### config.mk
export PLATFORM = sky130hd
export DESIGN_NAME = dcc_regs
export DESIGN_NICKNAME = d
export VERILOG_FILES = /design/src/dcc_pkg.sv /design/src/dcc_regs.sv
export SDC_FILE = /design/constraint.sdc
export NUM_CORES = 1
export LEC_CHECK = 0
export BUFFER_PORTS_ARGS = -buffer_cell sky130_fd_sc_hd__buf_2
export CAP_MARGIN = 20
export CORE_AREA = 2 2 83 85
export CTS_BUF_LIST = sky130_fd_sc_hd__clkbuf_4 sky130_fd_sc_hd__clkbuf_8 sky130_fd_sc_hd__clkbuf_16
export DETAILED_ROUTE_END_ITERATION = 7
export DIE_AREA = 0 0 85 87
export HOLD_SLACK_MARGIN = 0.02
export PLACE_DENSITY = 0.78
export RECOVER_POWER = 50
export SETUP_SLACK_MARGIN = 0.05
export SYNTH_ARGS = -nofsm -noshare
export SYNTH_HDL_FRONTEND = slang
export SYNTH_SLANG_ARGS = --single-unit
### constraint.sdc
create_clock -name aclk -period 2.4 [get_ports aclk]
set_input_delay 0.12 -clock aclk [delete_from_list [all_inputs] [get_ports aclk]]
set_output_delay 0.12 -clock aclk [all_outputs]
set_load 0.02 [all_outputs]
### src/dcc_pkg.sv
// Package for the device configuration control register block.
// Assumes a single AXI4-Lite slave port with 32-bit data on one clock.
package dcc_pkg;
	localparam int DCC_ADDR_W = 8;
	// Register byte offsets on the AXI4-Lite port.
	localparam logic [7:0] DCC_CFG_OFFS = 8'h00;
	localparam logic [7:0] DCC_UNLOCK_OFFS = 8'h04;
	localparam logic [7:0] DCC_STATUS_OFFS = 8'h08;
	// Field positions in the configuration control register.
	localparam int DCC_PIN_LOCK_BIT = 13;
	localparam int DCC_MOD_LOCK_BIT = 12;
	localparam int DCC_DBG_EN_BIT = 3;
	localparam int DCC_DOUT_SEL_BIT = 0;
	// Mask of implemented bits; all others read zero and ignore writes.
	localparam logic [31:0] DCC_CFG_MASK = 32'h0000_3009;
	localparam logic [31:0] DCC_CFG_RESET = 32'h0000_0001;
	// Two-key unlock sequence written back to back to the unlock register.
	localparam logic [31:0] DCC_KEY1 = 32'haa99_6655;
	localparam logic [31:0] DCC_KEY2 = 32'h5566_99aa;
	localparam logic [1:0] DCC_RESP_OKAY = 2'h0;
	localparam logic [1:0] DCC_RESP_SLVERR = 2'h2;

	typedef enum logic [1:0] {
		DCC_LOCKED,
		DCC_KEY1_SEEN,
		DCC_UNLOCKED
	} dcc_unlock_t;

	typedef struct packed {
		logic pin_select_lock;
		logic module_disable_lock;
		logic debug_port_enable;
		logic two_wire_data_out_select;
	} dcc_ctrl_t;
endpackage

### src/dcc_regs.sv
// Device configuration control register with lock bits and debug port bits.
// Assumes an AXI4-Lite master and downstream remap and module-disable register banks.
//
// The placing of the registers and the AXI4-Lite interface to the registers were chosen for this implementation.
`timescale 1ns/1ps
module dcc_regs
	import dcc_pkg::*;
(
	input wire logic aclk,
	input wire logic aresetn,
	input wire logic [DCC_ADDR_W-1:0] s_axi_awaddr,
	input wire logic [2:0] s_axi_awprot,
	input wire logic s_axi_awvalid,
	output logic s_axi_awready,
	input wire logic [31:0] s_axi_wdata,
	input wire logic [3:0] s_axi_wstrb,
	input wire logic s_axi_wvalid,
	output logic s_axi_wready,
	output logic [1:0] s_axi_bresp,
	output logic s_axi_bvalid,
	input wire logic s_axi_bready,
	input wire logic [DCC_ADDR_W-1:0] s_axi_araddr,
	input wire logic [2:0] s_axi_arprot,
	input wire logic s_axi_arvalid,
	output logic s_axi_arready,
	output logic [31:0] s_axi_rdata,
	output logic [1:0] s_axi_rresp,
	output logic s_axi_rvalid,
	input wire logic s_axi_rready,
	input wire logic remap_wr_req,
	output logic remap_wr_en,
	input wire logic mdis_wr_req,
	output logic mdis_wr_en,
	output dcc_ctrl_t ctrl
);
	logic aw_hold_ff, w_hold_ff;
	logic [DCC_ADDR_W-1:0] aw_addr_ff;
	logic [31:0] w_data_ff;
	logic [3:0] w_strb_ff;
	logic bvalid_ff, rvalid_ff;
	logic [1:0] bresp_ff, rresp_ff;
	logic [31:0] rdata_ff;
	logic [31:0] cfg_ff, nxt_cfg;
	dcc_unlock_t ulk_ff, nxt_ulk;
	logic rej_ff, nxt_rej;

	function automatic logic [31:0] strb_merge(input logic [31:0] old, input logic [31:0] d,
		input logic [3:0] s);
		logic [31:0] r;
		r = old;
		for (int i = 0; i < 4; i++) begin
			if (s[i]) begin
				r[i*8 +: 8] = d[i*8 +: 8];
			end
		end
		return r;
	endfunction

	wire aw_take = s_axi_awvalid && s_axi_awready;
	wire w_take = s_axi_wvalid && s_axi_wready;
	wire aw_have = aw_hold_ff || aw_take;
	wire w_have = w_hold_ff || w_take;
	wire [DCC_ADDR_W-1:0] wr_addr = aw_hold_ff ? aw_addr_ff : s_axi_awaddr;
	wire [31:0] wr_data = w_hold_ff ? w_data_ff : s_axi_wdata;
	wire [3:0] wr_strb = w_hold_ff ? w_strb_ff : s_axi_wstrb;
	wire wr_fire = aw_have && w_have && !bvalid_ff;
	wire wr_cfg = wr_fire && (wr_addr == DCC_CFG_OFFS);
	wire wr_ulk = wr_fire && (wr_addr == DCC_UNLOCK_OFFS);
	wire wr_sts = wr_fire && (wr_addr == DCC_STATUS_OFFS);
	wire wr_bad = wr_fire && !wr_cfg && !wr_ulk && !wr_sts;
	wire [31:0] cfg_req = strb_merge(cfg_ff, wr_data, wr_strb) & DCC_CFG_MASK;
	wire lock_mask_ok = (ulk_ff == DCC_UNLOCKED);
	wire [31:0] lock_bits = (32'h1 << DCC_PIN_LOCK_BIT) | (32'h1 << DCC_MOD_LOCK_BIT);
	wire lock_change = |((cfg_req ^ cfg_ff) & lock_bits);
	wire rd_fire = s_axi_arvalid && s_axi_arready;
	wire [31:0] status_word = {29'h0, rej_ff, (ulk_ff == DCC_UNLOCKED), (ulk_ff == DCC_KEY1_SEEN)};

	assign s_axi_awready = !aw_hold_ff && !bvalid_ff;
	assign s_axi_wready = !w_hold_ff && !bvalid_ff;
	assign s_axi_arready = !rvalid_ff;
	assign s_axi_bvalid = bvalid_ff;
	assign s_axi_bresp = bresp_ff;
	assign s_axi_rvalid = rvalid_ff;
	assign s_axi_rresp = rresp_ff;
	assign s_axi_rdata = rdata_ff;

	// Locked lock bits keep their old value; other fields still take the write.
	always_comb begin
		nxt_cfg = cfg_ff;
		nxt_rej = rej_ff;
		if (wr_cfg) begin
			nxt_cfg = cfg_req;
			if (lock_change && !lock_mask_ok) begin
				nxt_cfg = (cfg_req & ~lock_bits) | (cfg_ff & lock_bits);
				nxt_rej = 1'b1;
			end
		end
		if (wr_sts && wr_strb[0] && wr_data[2]) begin
			nxt_rej = 1'b0;
		end
	end

	// Any unlock-register write other than the key pair relocks; other writes only cancel a half-done key pair, reads never relock.
	always_comb begin
		nxt_ulk = ulk_ff;
		if (wr_ulk) begin
			if (wr_data == DCC_KEY1) begin
				nxt_ulk = DCC_KEY1_SEEN;
			end else if (wr_data == DCC_KEY2 && ulk_ff == DCC_KEY1_SEEN) begin
				nxt_ulk = DCC_UNLOCKED;
			end else begin
				nxt_ulk = DCC_LOCKED;
			end
		end else if (wr_fire && ulk_ff == DCC_KEY1_SEEN) begin
			nxt_ulk = DCC_LOCKED;
		end
	end

	always_ff @(posedge aclk) begin
		if (!aresetn) begin
			cfg_ff <= DCC_CFG_RESET;
			ulk_ff <= DCC_LOCKED;
			rej_ff <= 1'b0;
		end else begin
			cfg_ff <= nxt_cfg;
			ulk_ff <= nxt_ulk;
			rej_ff <= nxt_rej;
		end
	end

	always_ff @(posedge aclk) begin
		if (!aresetn) begin
			aw_hold_ff <= 1'b0;
			w_hold_ff <= 1'b0;
			aw_addr_ff <= '0;
			w_data_ff <= 32'h0;
			w_strb_ff <= 4'h0;
			bvalid_ff <= 1'b0;
			bresp_ff <= DCC_RESP_OKAY;
		end else begin
			aw_hold_ff <= aw_have && !wr_fire;
			w_hold_ff <= w_have && !wr_fire;
			if (aw_take) begin
				aw_addr_ff <= s_axi_awaddr;
			end
			if (w_take) begin
				w_data_ff <= s_axi_wdata;
				w_strb_ff <= s_axi_wstrb;
			end
			if (wr_fire) begin
				bvalid_ff <= 1'b1;
				bresp_ff <= wr_bad ? DCC_RESP_SLVERR : DCC_RESP_OKAY;
			end else if (s_axi_bready) begin
				bvalid_ff <= 1'b0;
			end
		end
	end

	always_ff @(posedge aclk) begin
		if (!aresetn) begin
			rvalid_ff <= 1'b0;
			rdata_ff <= 32'h0;
			rresp_ff <= DCC_RESP_OKAY;
		end else if (rd_fire) begin
			rvalid_ff <= 1'b1;
			rresp_ff <= DCC_RESP_OKAY;
			unique case (s_axi_araddr)
				DCC_CFG_OFFS: rdata_ff <= cfg_ff & DCC_CFG_MASK;
				DCC_UNLOCK_OFFS: rdata_ff <= 32'h0;
				DCC_STATUS_OFFS: rdata_ff <= status_word;
				default: begin
					rdata_ff <= 32'h0;
					rresp_ff <= DCC_RESP_SLVERR;
				end
			endcase
		end else if (s_axi_rready) begin
			rvalid_ff <= 1'b0;
		end
	end

	assign remap_wr_en = remap_wr_req && !cfg_ff[DCC_PIN_LOCK_BIT];
	assign mdis_wr_en = mdis_wr_req && !cfg_ff[DCC_MOD_LOCK_BIT];
	assign ctrl.pin_select_lock = cfg_ff[DCC_PIN_LOCK_BIT];
	assign ctrl.module_disable_lock = cfg_ff[DCC_MOD_LOCK_BIT];
	assign ctrl.debug_port_enable = cfg_ff[DCC_DBG_EN_BIT];
	assign ctrl.two_wire_data_out_select = cfg_ff[DCC_DOUT_SEL_BIT];

	a_remap_gate: assert property (@(posedge aclk) disable iff (!aresetn)
		remap_wr_en |-> (remap_wr_req && !ctrl.pin_select_lock))
		else $error("remap write passed while locked");
	a_mdis_gate: assert property (@(posedge aclk) disable iff (!aresetn)
		(mdis_wr_req && !ctrl.module_disable_lock) |-> mdis_wr_en)
		else $error("module disable write wrongly blocked");
	a_mdis_block: assert property (@(posedge aclk) disable iff (!aresetn)
		ctrl.module_disable_lock |-> !mdis_wr_en)
		else $error("module disable write passed while locked");
	a_dbg_write: assert property (@(posedge aclk) disable iff (!aresetn)
		(wr_cfg && wr_strb[0]) |=> (ctrl.debug_port_enable == $past(wr_data[DCC_DBG_EN_BIT])))
		else $error("debug enable did not follow write");
	a_dout_write: assert property (@(posedge aclk) disable iff (!aresetn)
		(wr_cfg && wr_strb[0]) |=> (ctrl.two_wire_data_out_select == $past(wr_data[0])))
		else $error("data-out select did not follow write");
	a_unimpl_zero: assert property (@(posedge aclk) disable iff (!aresetn)
		(rd_fire && s_axi_araddr == DCC_CFG_OFFS) |=> ((s_axi_rdata & ~DCC_CFG_MASK) == 32'h0))
		else $error("unimplemented bits read nonzero");
	a_lock_hold: assert property (@(posedge aclk) disable iff (!aresetn)
		(ulk_ff != DCC_UNLOCKED) |=> ($stable(ctrl.pin_select_lock) && $stable(ctrl.module_disable_lock)))
		else $error("lock bit changed without unlock");
	a_unlock_seq: assert property (@(posedge aclk) disable iff (!aresetn)
		(ulk_ff != DCC_UNLOCKED) ##1 (ulk_ff == DCC_UNLOCKED) |-> $past(wr_ulk && wr_data == DCC_KEY2))
		else $error("unlocked without second key");
	a_bresp_once: assert property (@(posedge aclk) disable iff (!aresetn)
		wr_fire |=> s_axi_bvalid)
		else $error("write response missing");

	// Gate checks in both directions, so a stuck-open or stuck-closed gate is caught.
	a_remap_open: assert property (@(posedge aclk) disable iff (!aresetn)
		(remap_wr_req && !ctrl.pin_select_lock) |-> remap_wr_en)
		else $error("remap write wrongly blocked");
	a_remap_block: assert property (@(posedge aclk) disable iff (!aresetn)
		ctrl.pin_select_lock |-> !remap_wr_en)
		else $error("remap write passed while pin lock set");
	a_lock_stay: assert property (@(posedge aclk) disable iff (!aresetn)
		!wr_cfg |=> ($stable(ctrl.pin_select_lock) && $stable(ctrl.module_disable_lock)))
		else $error("lock bit moved without a write");
	a_reset_cfg: assert property (@(posedge aclk)
		!aresetn |=> (cfg_ff == DCC_CFG_RESET))
		else $error("configuration reset value wrong");

	// Stored and returned words never carry unimplemented bits.
	a_unimpl_store: assert property (@(posedge aclk) disable iff (!aresetn)
		(cfg_ff & ~DCC_CFG_MASK) == 32'h0)
		else $error("unimplemented bit stored");
	a_read_cfg: assert property (@(posedge aclk) disable iff (!aresetn)
		(rd_fire && s_axi_araddr == DCC_CFG_OFFS) |=> (s_axi_rdata == $past(cfg_ff)))
		else $error("configuration read data wrong");
	a_bad_noeffect: assert property (@(posedge aclk) disable iff (!aresetn)
		wr_bad |=> $stable(cfg_ff))
		else $error("unmapped write changed configuration");
	a_bad_wresp: assert property (@(posedge aclk) disable iff (!aresetn)
		wr_bad |=> (s_axi_bresp == DCC_RESP_SLVERR))
		else $error("unmapped write not refused");

	// Unlocked writes land whole; locked writes still move the debug bits.
	a_lock_write: assert property (@(posedge aclk) disable iff (!aresetn)
		(wr_cfg && lock_mask_ok) |=> (cfg_ff == $past(cfg_req)))
		else $error("unlocked write did not land");
	a_dbg_locked: assert property (@(posedge aclk) disable iff (!aresetn)
		(wr_cfg && !lock_mask_ok) |=> ((cfg_ff & ~lock_bits) == ($past(cfg_req) & ~lock_bits)))
		else $error("debug bits blocked by lock state");
	a_rej_set: assert property (@(posedge aclk) disable iff (!aresetn)
		(wr_cfg && lock_change && !lock_mask_ok) |=> rej_ff)
		else $error("refused lock change not flagged");
	a_rej_sticky: assert property (@(posedge aclk) disable iff (!aresetn)
		(rej_ff && !(wr_sts && wr_strb[0] && wr_data[2])) |=> rej_ff)
		else $error("rejection flag lost");
	a_rej_clear: assert property (@(posedge aclk) disable iff (!aresetn)
		(wr_sts && wr_strb[0] && wr_data[2]) |=> !rej_ff)
		else $error("rejection flag not cleared");

	// Key sequencing.
	a_key_first: assert property (@(posedge aclk) disable iff (!aresetn)
		(wr_ulk && wr_data == DCC_KEY1) |=> (ulk_ff == DCC_KEY1_SEEN))
		else $error("first key not seen");
	a_key_relock: assert property (@(posedge aclk) disable iff (!aresetn)
		(wr_ulk && wr_data != DCC_KEY1 && wr_data != DCC_KEY2) |=> (ulk_ff == DCC_LOCKED))
		else $error("stray unlock write did not relock");

	// Bus handshake holds.
	a_bvalid_hold: assert property (@(posedge aclk) disable iff (!aresetn)
		(s_axi_bvalid && !s_axi_bready) |=> (s_axi_bvalid && $stable(s_axi_bresp)))
		else $error("write response dropped early");
	a_rvalid_hold: assert property (@(posedge aclk) disable iff (!aresetn)
		(s_axi_rvalid && !s_axi_rready) |=> (s_axi_rvalid && $stable(s_axi_rdata) && $stable(s_axi_rresp)))
		else $error("read response dropped early");
	a_rvalid_answer: assert property (@(posedge aclk) disable iff (!aresetn)
		rd_fire |=> s_axi_rvalid)
		else $error("read response missing");
	a_ready_busy: assert property (@(posedge aclk) disable iff (!aresetn)
		s_axi_bvalid |-> (!s_axi_awready && !s_axi_wready))
		else $error("write accepted while response pending");
	a_ar_busy: assert property (@(posedge aclk) disable iff (!aresetn)
		s_axi_rvalid |-> !s_axi_arready)
		else $error("read accepted while response pending");

	c_unlock: cover property (@(posedge aclk) disable iff (!aresetn) ulk_ff == DCC_UNLOCKED);
	c_locked_rej: cover property (@(posedge aclk) disable iff (!aresetn) $rose(rej_ff));
	c_pin_lock: cover property (@(posedge aclk) disable iff (!aresetn) $rose(ctrl.pin_select_lock));
	c_remap_block: cover property (@(posedge aclk) disable iff (!aresetn) remap_wr_req && !remap_wr_en);
endmodule

* Word level (Yosys, flattened, before mapping)
Cells that the tools add are included.
Operators by class: mux-type cells 17, reductions and logical operators 44, equal/unequal tests 8, bitwise logic cells 3
Operators with widths (number):
- $eq A32 B31 Y1 const B | 1
- $eq A32 B32 Y1 const B | 1
- $mux W32 | 1
- $pmux W14 S2 | 1
- $logic_and A1 B1 Y1 | 22
- $eq A8 B3 Y1 const B | 2
- $eq A8 B4 Y1 const B | 2
- $logic_not A8 Y1 | 2
- $mux W14 | 1
- $mux W2 | 7
- $or A4 B14 Y14 | 1
- $xor A14 B14 Y14 | 1
- $logic_not A1 Y1 | 11
- $mux W8 | 1
- $mux W6 | 1
- $reduce_bool A2 Y1 | 3
- $mux W1 | 4
- $mux W4 | 1
- $reduce_or A2 Y1 | 2
- $reduce_or A3 Y1 | 1
- $eq A2 B1 Y1 const B | 1
- $eq A2 B2 Y1 const B | 1
- $logic_or A1 B1 Y1 | 2
- $reduce_and A2 Y1 | 1
- $not A1 Y1 | 1
Word-level totals: flip-flop bits (word level) 99

* Depth between registers and ports, before layout
depth after elaboration 12, mapped depth 7, mapped depth without buffers 5

* Worst setup path after synthesis
OpenSTA, ideal clock, no wires.
kind reg-to-reg, start point reg aw_hold_ff, end point reg cfg_ff[12], stages on the path, launching flop included 7, setup slack 573 ps, data arrival time 1756 ps, library setup time 72 ps, required time 2328 ps, path through dfxtp_1 > buf_6 > or4b_4 > nor4_4 > o211ai_2 > nor4_4 > mux2i_1
Between the ends: cells in the longest elaborated chain, start to end 7, elaborated cells on any way between the ends 9, those cells by class 1 x mux; 8 x reduce/logical
Ends and longest elaborated chain:
- from (decl) | line dcc_regs.sv:36 | logic aw_hold_ff, w_hold_ff;
- from (signal assigned) | line dcc_regs.sv:141 | aw_hold_ff <= aw_have && !wr_fire;
- $logic_not A1 Y1 | line dcc_regs.sv:78 | assign s_axi_awready = !aw_hold_ff && !bvalid_ff;
- $logic_and A1 B1 Y1 | line dcc_regs.sv:78
- $logic_and A1 B1 Y1 | line dcc_regs.sv:59 | wire aw_take = s_axi_awvalid && s_axi_awready;
- $logic_or A1 B1 Y1 | line dcc_regs.sv:61 | wire aw_have = aw_hold_ff || aw_take;
- $logic_and A1 B1 Y1 (2 in a row) | line dcc_regs.sv:66 | wire wr_fire = aw_have && w_have && !bvalid_ff;
- $logic_and A1 B1 Y1 (*) | line dcc_regs.sv:67 | wire wr_cfg = wr_fire && (wr_addr == DCC_CFG_OFFS);
- to (signal assigned) | line dcc_regs.sv:125 | cfg_ff <= nxt_cfg;
- to (decl) | line dcc_regs.sv:43 | logic [31:0] cfg_ff, nxt_cfg;
Every way passes the cells marked *; elsewhere a longest branch is shown, timed or not. A chain may end at the register's enable or synchronous reset.

* Final worst setup path
start point in s_axi_awaddr[7], end point reg cfg_ff[12]
Between the ends: cells in the longest elaborated chain, start to end 3
Ends and longest elaborated chain:
- from (decl) | line dcc_regs.sv:11 | input wire logic [DCC_ADDR_W-1:0] s_axi_awaddr,
- $mux W8 | line dcc_regs.sv:63 | wire [DCC_ADDR_W-1:0] wr_addr = aw_hold_ff ? aw_addr_ff : s_axi_awaddr;
- $logic_not A8 Y1 | line dcc_regs.sv:67
- $logic_and A1 B1 Y1 | line dcc_regs.sv:67
Every way passes these cells.

==> summary.md <==
| Metric | Value |
|---|---|
| Outcome | complete, but fails checks |
| Violated checks | max-capacitance violations, max-slew violations |
| GP Congestion | about 0.84 |
| Post-Syn Area | 0.00310 mm² |
| WL/cell | between 10 and 15 µm |
| CTS resizes | 0 |
| Post-synth top flop | dfxtp_1 |
| Die area | 0.00740 mm² |
| Worst path cell trace | dlygate4sd3_1 > buf_2 > or4_1 > nor4_4 > o211ai_2 > nor4_4 > mux2i_1 |
| Worst-Skew Late Latency | approximately 0.34 ns |
| Seq cells post-synth | 61 |
| Yosys top cell area share | approximately 39% |
| Crit-path slowest cell | or4_1 |
| Antenna violations before repair | 0 |
| CP startpoint kind | input pin |
| Die H | around 87 µm |
| Crit path required time | around 2.7 ns |
| Max Transition Viols Final | 54 |
| Worst hold path class | in -> reg |
| Port bufs | 77 |
| Max FO, Critical Path | 4 |
| Area Growth Syn to Fin | 17.2% |
| Worst endpoint data arrival time | about 2.4 ns |
| Share of layout cells above drive strength 1 | between 10% and 20% |
| Biggest cell delay along the critical path | ~0.57 ns |
| Postcts setup bufs | 0 |
| Net Sw Frac | roughly 30% |
| DRT Wirelength | roughly 7700 µm |
| FMAX | ~480 MHz |
| Vias in the first global route | about 2.7k |
| GRT Total Usage | 20.9% |
| Via count | ~3k |
| Clock power frac | ~34% |
| Inserted Clock Buffers | 9 |
| First-pass GRT wire length | about 12000 µm |
| Tmin final | ~2.1 ns |
| Clock tree root driver cell | clkbuf_8 |
| Core area | 0.00657 mm² |
| Logic pwr share | roughly 18% |
| Number of core rows | 30 |
| Vias per Instance | approximately 5.3 |
| Mean area per synthesized cell | between 8 and 9 µm² |
| Sequential area share after synthesis | approximately two fifths |
| Synth cell types | 46 |
| WS Path Type | in -> reg |
| Worst setup EP type | flop |
| Final period util | approximately 87% |
| Internal power | between 0.0015 and 0.002 W |
| Final core utilization | between 50% and 60% |
| Hold Vio Cnt, Final | 0 |
| Slew HR | -10.2% |
| Most used cell, CP | nor4_4 |
| Max Cap Viol | 1 |
| Top post-synthesis cells by area | dfxtp_1 39%, nand2_1 12%, a21oi_1 8.9% |
| CTS tree | yes |
| Clock Sinks | 61 |
| # setup viols final | 0 |
| Net count reported at finish | roughly 530 |
| Number of cells in the finished layout apart from fillers | between 500 and 600 |
| Leakage | ~1.4 nW |
| Unrepaired setup endpoints after global routing | no |
| Synth warn | 0 |
| # diodes | 0 |
| Die Wd | around 85 µm |
| Setup tns final | 0 ns |
| Reg2Reg Setup Slack | approximately 0.40 ns |
| Worst ir drop on vdd | 0.000462 V |
| Synth async-reset ratio | 0% |
| Clock skew | around 0.0066 ns |
| Overflow after GRT | 0 |
| Measured slew at the worst slew-check pin | about 1.7 ns |
| Clock Tree Buf Depth | 2 |
| Leading area contributor after synthesis | dfxtp_1 |
| Cell count after synthesis | slightly below 400 |
| Power per Cell Area | ~650 mW/mm² |
| ANT nets after route | 0 |
| Iter 0 DRT Violations | between 100 and 150 |
| IO Count | between 100 and 150 |
| Number of cells after detailed placement | approximately 530 |
| Sequential share of power | 48.2% |
| TritonRoute pass-1 iters | 4 |
| Sw Pwr | ~0.0007 W |
| Final routed DRC violation total | 0 |
| Final HPWL DP | roughly 5500 µm |
| Reg clk slew, reported paths | ~0.07 ns |
| Fin Hold WS | around 0.038 ns |
| EDFF count, synth | 0 |
| Initial Util | about 47% |
| Pin count of the biggest net entering global routing | 54 |
| H-Tree Depth | 3 |
cell families after synthesis:
group           count (synthesis)  synth area share (%)
buf+inv                        48                  9.49
mux                            11                  3.72
flops                          61                  39.4
other cells                     1                 0.121
xor+xnor                        2                 0.566
simple gates                  190                  32.9
compound gates                 74                  13.8
through the flow:
step	total power (W)	area, µm²	worst slack (ns)
3_3_place_gp	0.00155	3440	0.527
5_1_grt	0.00247	3630	0.146
2_1_floorplan	0.00145	3200	0.573
4_1_cts	0.00237	3660	0.317
3_5_place_dp	0.00156	3440	0.444
6_report	0.00235	3630	0.308
cells in the final DEF, fill, tap and decap left out, types with 2 or more instances in the layout:
master         synthesis  final
o21ai_0                5      5
nor2b_1                4      4
nor2_1                20     20
nand2_1              102    102
dfxtp_1               61     61
nand3_1                6      6
o41ai_1                2      2
nand4b_1               6      6
nand4_1                6      6
a21oi_1               55     55
clkbuf_1              14     20
and4b_1                4      4
nor4_1                 6      6
nor4_4                 3      3
nand3b_1               6      6
mux2i_1                7      7
clkbuf_8               0     11
clkinv_2               0      2
dlygate4sd3_1          0      5
nor4bb_1               8      8
xor2_1                 2      2
mux2_2                 4      4
buf_2                  1     57
or4_1                  5      5
inv_1                  2      3
nand2b_1               3      3
nor4b_1                5      5
buf_4                 28      4
conb_1                 1     28
layout make-up:
class / instances / area (µm²)
Inverter: 3 / 11.3
Clock inverter: 2 / 10.0
Tap cell: 80 / 100
Multi-Input combinational cell: 305 / 1680
Clock buffer: 12 / 159
Timing Repair Buffer: 87 / 445
Sequential cell: 61 / 1220
Fill cell: 654 / 2940
routing by layer:
metal,share of wire (%),global-route usage (%),up-vias
met5,0,0,-
met1,42,25.5,1353
met2,50,35.9,114
met3,7.4,5.78,6
met4,0.56,6.49,0
li1,-,-,1463
cell usage after synthesis (all sizes together) (2+ instances only):
master  count
clkbuf     14
or4         5
dfxtp      61
nand3       6
inv         3
a21oi      55
nor4bb      8
and2        2
and4b       4
mux2i       7
mux2        4
buf        31
nor4b       5
nand4b      6
nand2b      3
nor2       20
nand3b      6
nor4        9
nand4       6
xor2        2
nor2b       4
nand2     102
o41ai       2
o21ai       5
power by group through the flow:
stage	registers [W]	logic, W	clock network (W)
after detailed placement	0.00115	0.000409	0
after CTS	0.00113	0.000417	0.000825
final	0.00113	0.000414	0.000805
after global placement	0.00115	0.000401	0
after floorplan	0.00114	0.000313	0
after global routing	0.00114	0.000461	0.000870
repair_timing:
action	CTS	global route
hold buffers	5	0
hold endpoints to repair	5	0
setup endpoints to repair	0	0
sequential cells by signal, indices dropped and copies added, names as in the netlist, named ones only:
register,count
s_axi_bresp,1
w_hold_ff,1
s_axi_rvalid,1
rej_ff,1
ulk_ff,2
s_axi_rdata,6
cfg_ff,2
aw_addr_ff,8
aw_hold_ff,1
w_data_ff,32
w_strb_ff,2
s_axi_rresp,1
s_axi_bvalid,1
worst max-delay path, delay by kind of cell:
family | cells | cell delay [ns]
and+or+nand+nor | 3 | 1.17
buffers and inverters | 2 | 0.67
muxes | 1 | 0.22
AOI/OAI and AO/OA | 1 | 0.19
worst paths after layout:
kind,start,endpoint,cells past startpoint
worst max-delay path,s_axi_awaddr[7],cfg_ff[12]$_SDFFE_PN0P_,7
worst min register to register,s_axi_rdata[3]$_SDFFE_PN0P_,s_axi_rdata[3]$_SDFFE_PN0P_,2
worst max register to register,w_hold_ff$_SDFF_PN0_,ulk_ff[0]$_SDFFE_PN0P_,5
worst min-delay path,s_axi_wdata[20],w_data_ff[20]$_SDFFE_PN0P_,3
Note: power is estimated with default switching activity, not from simulation.
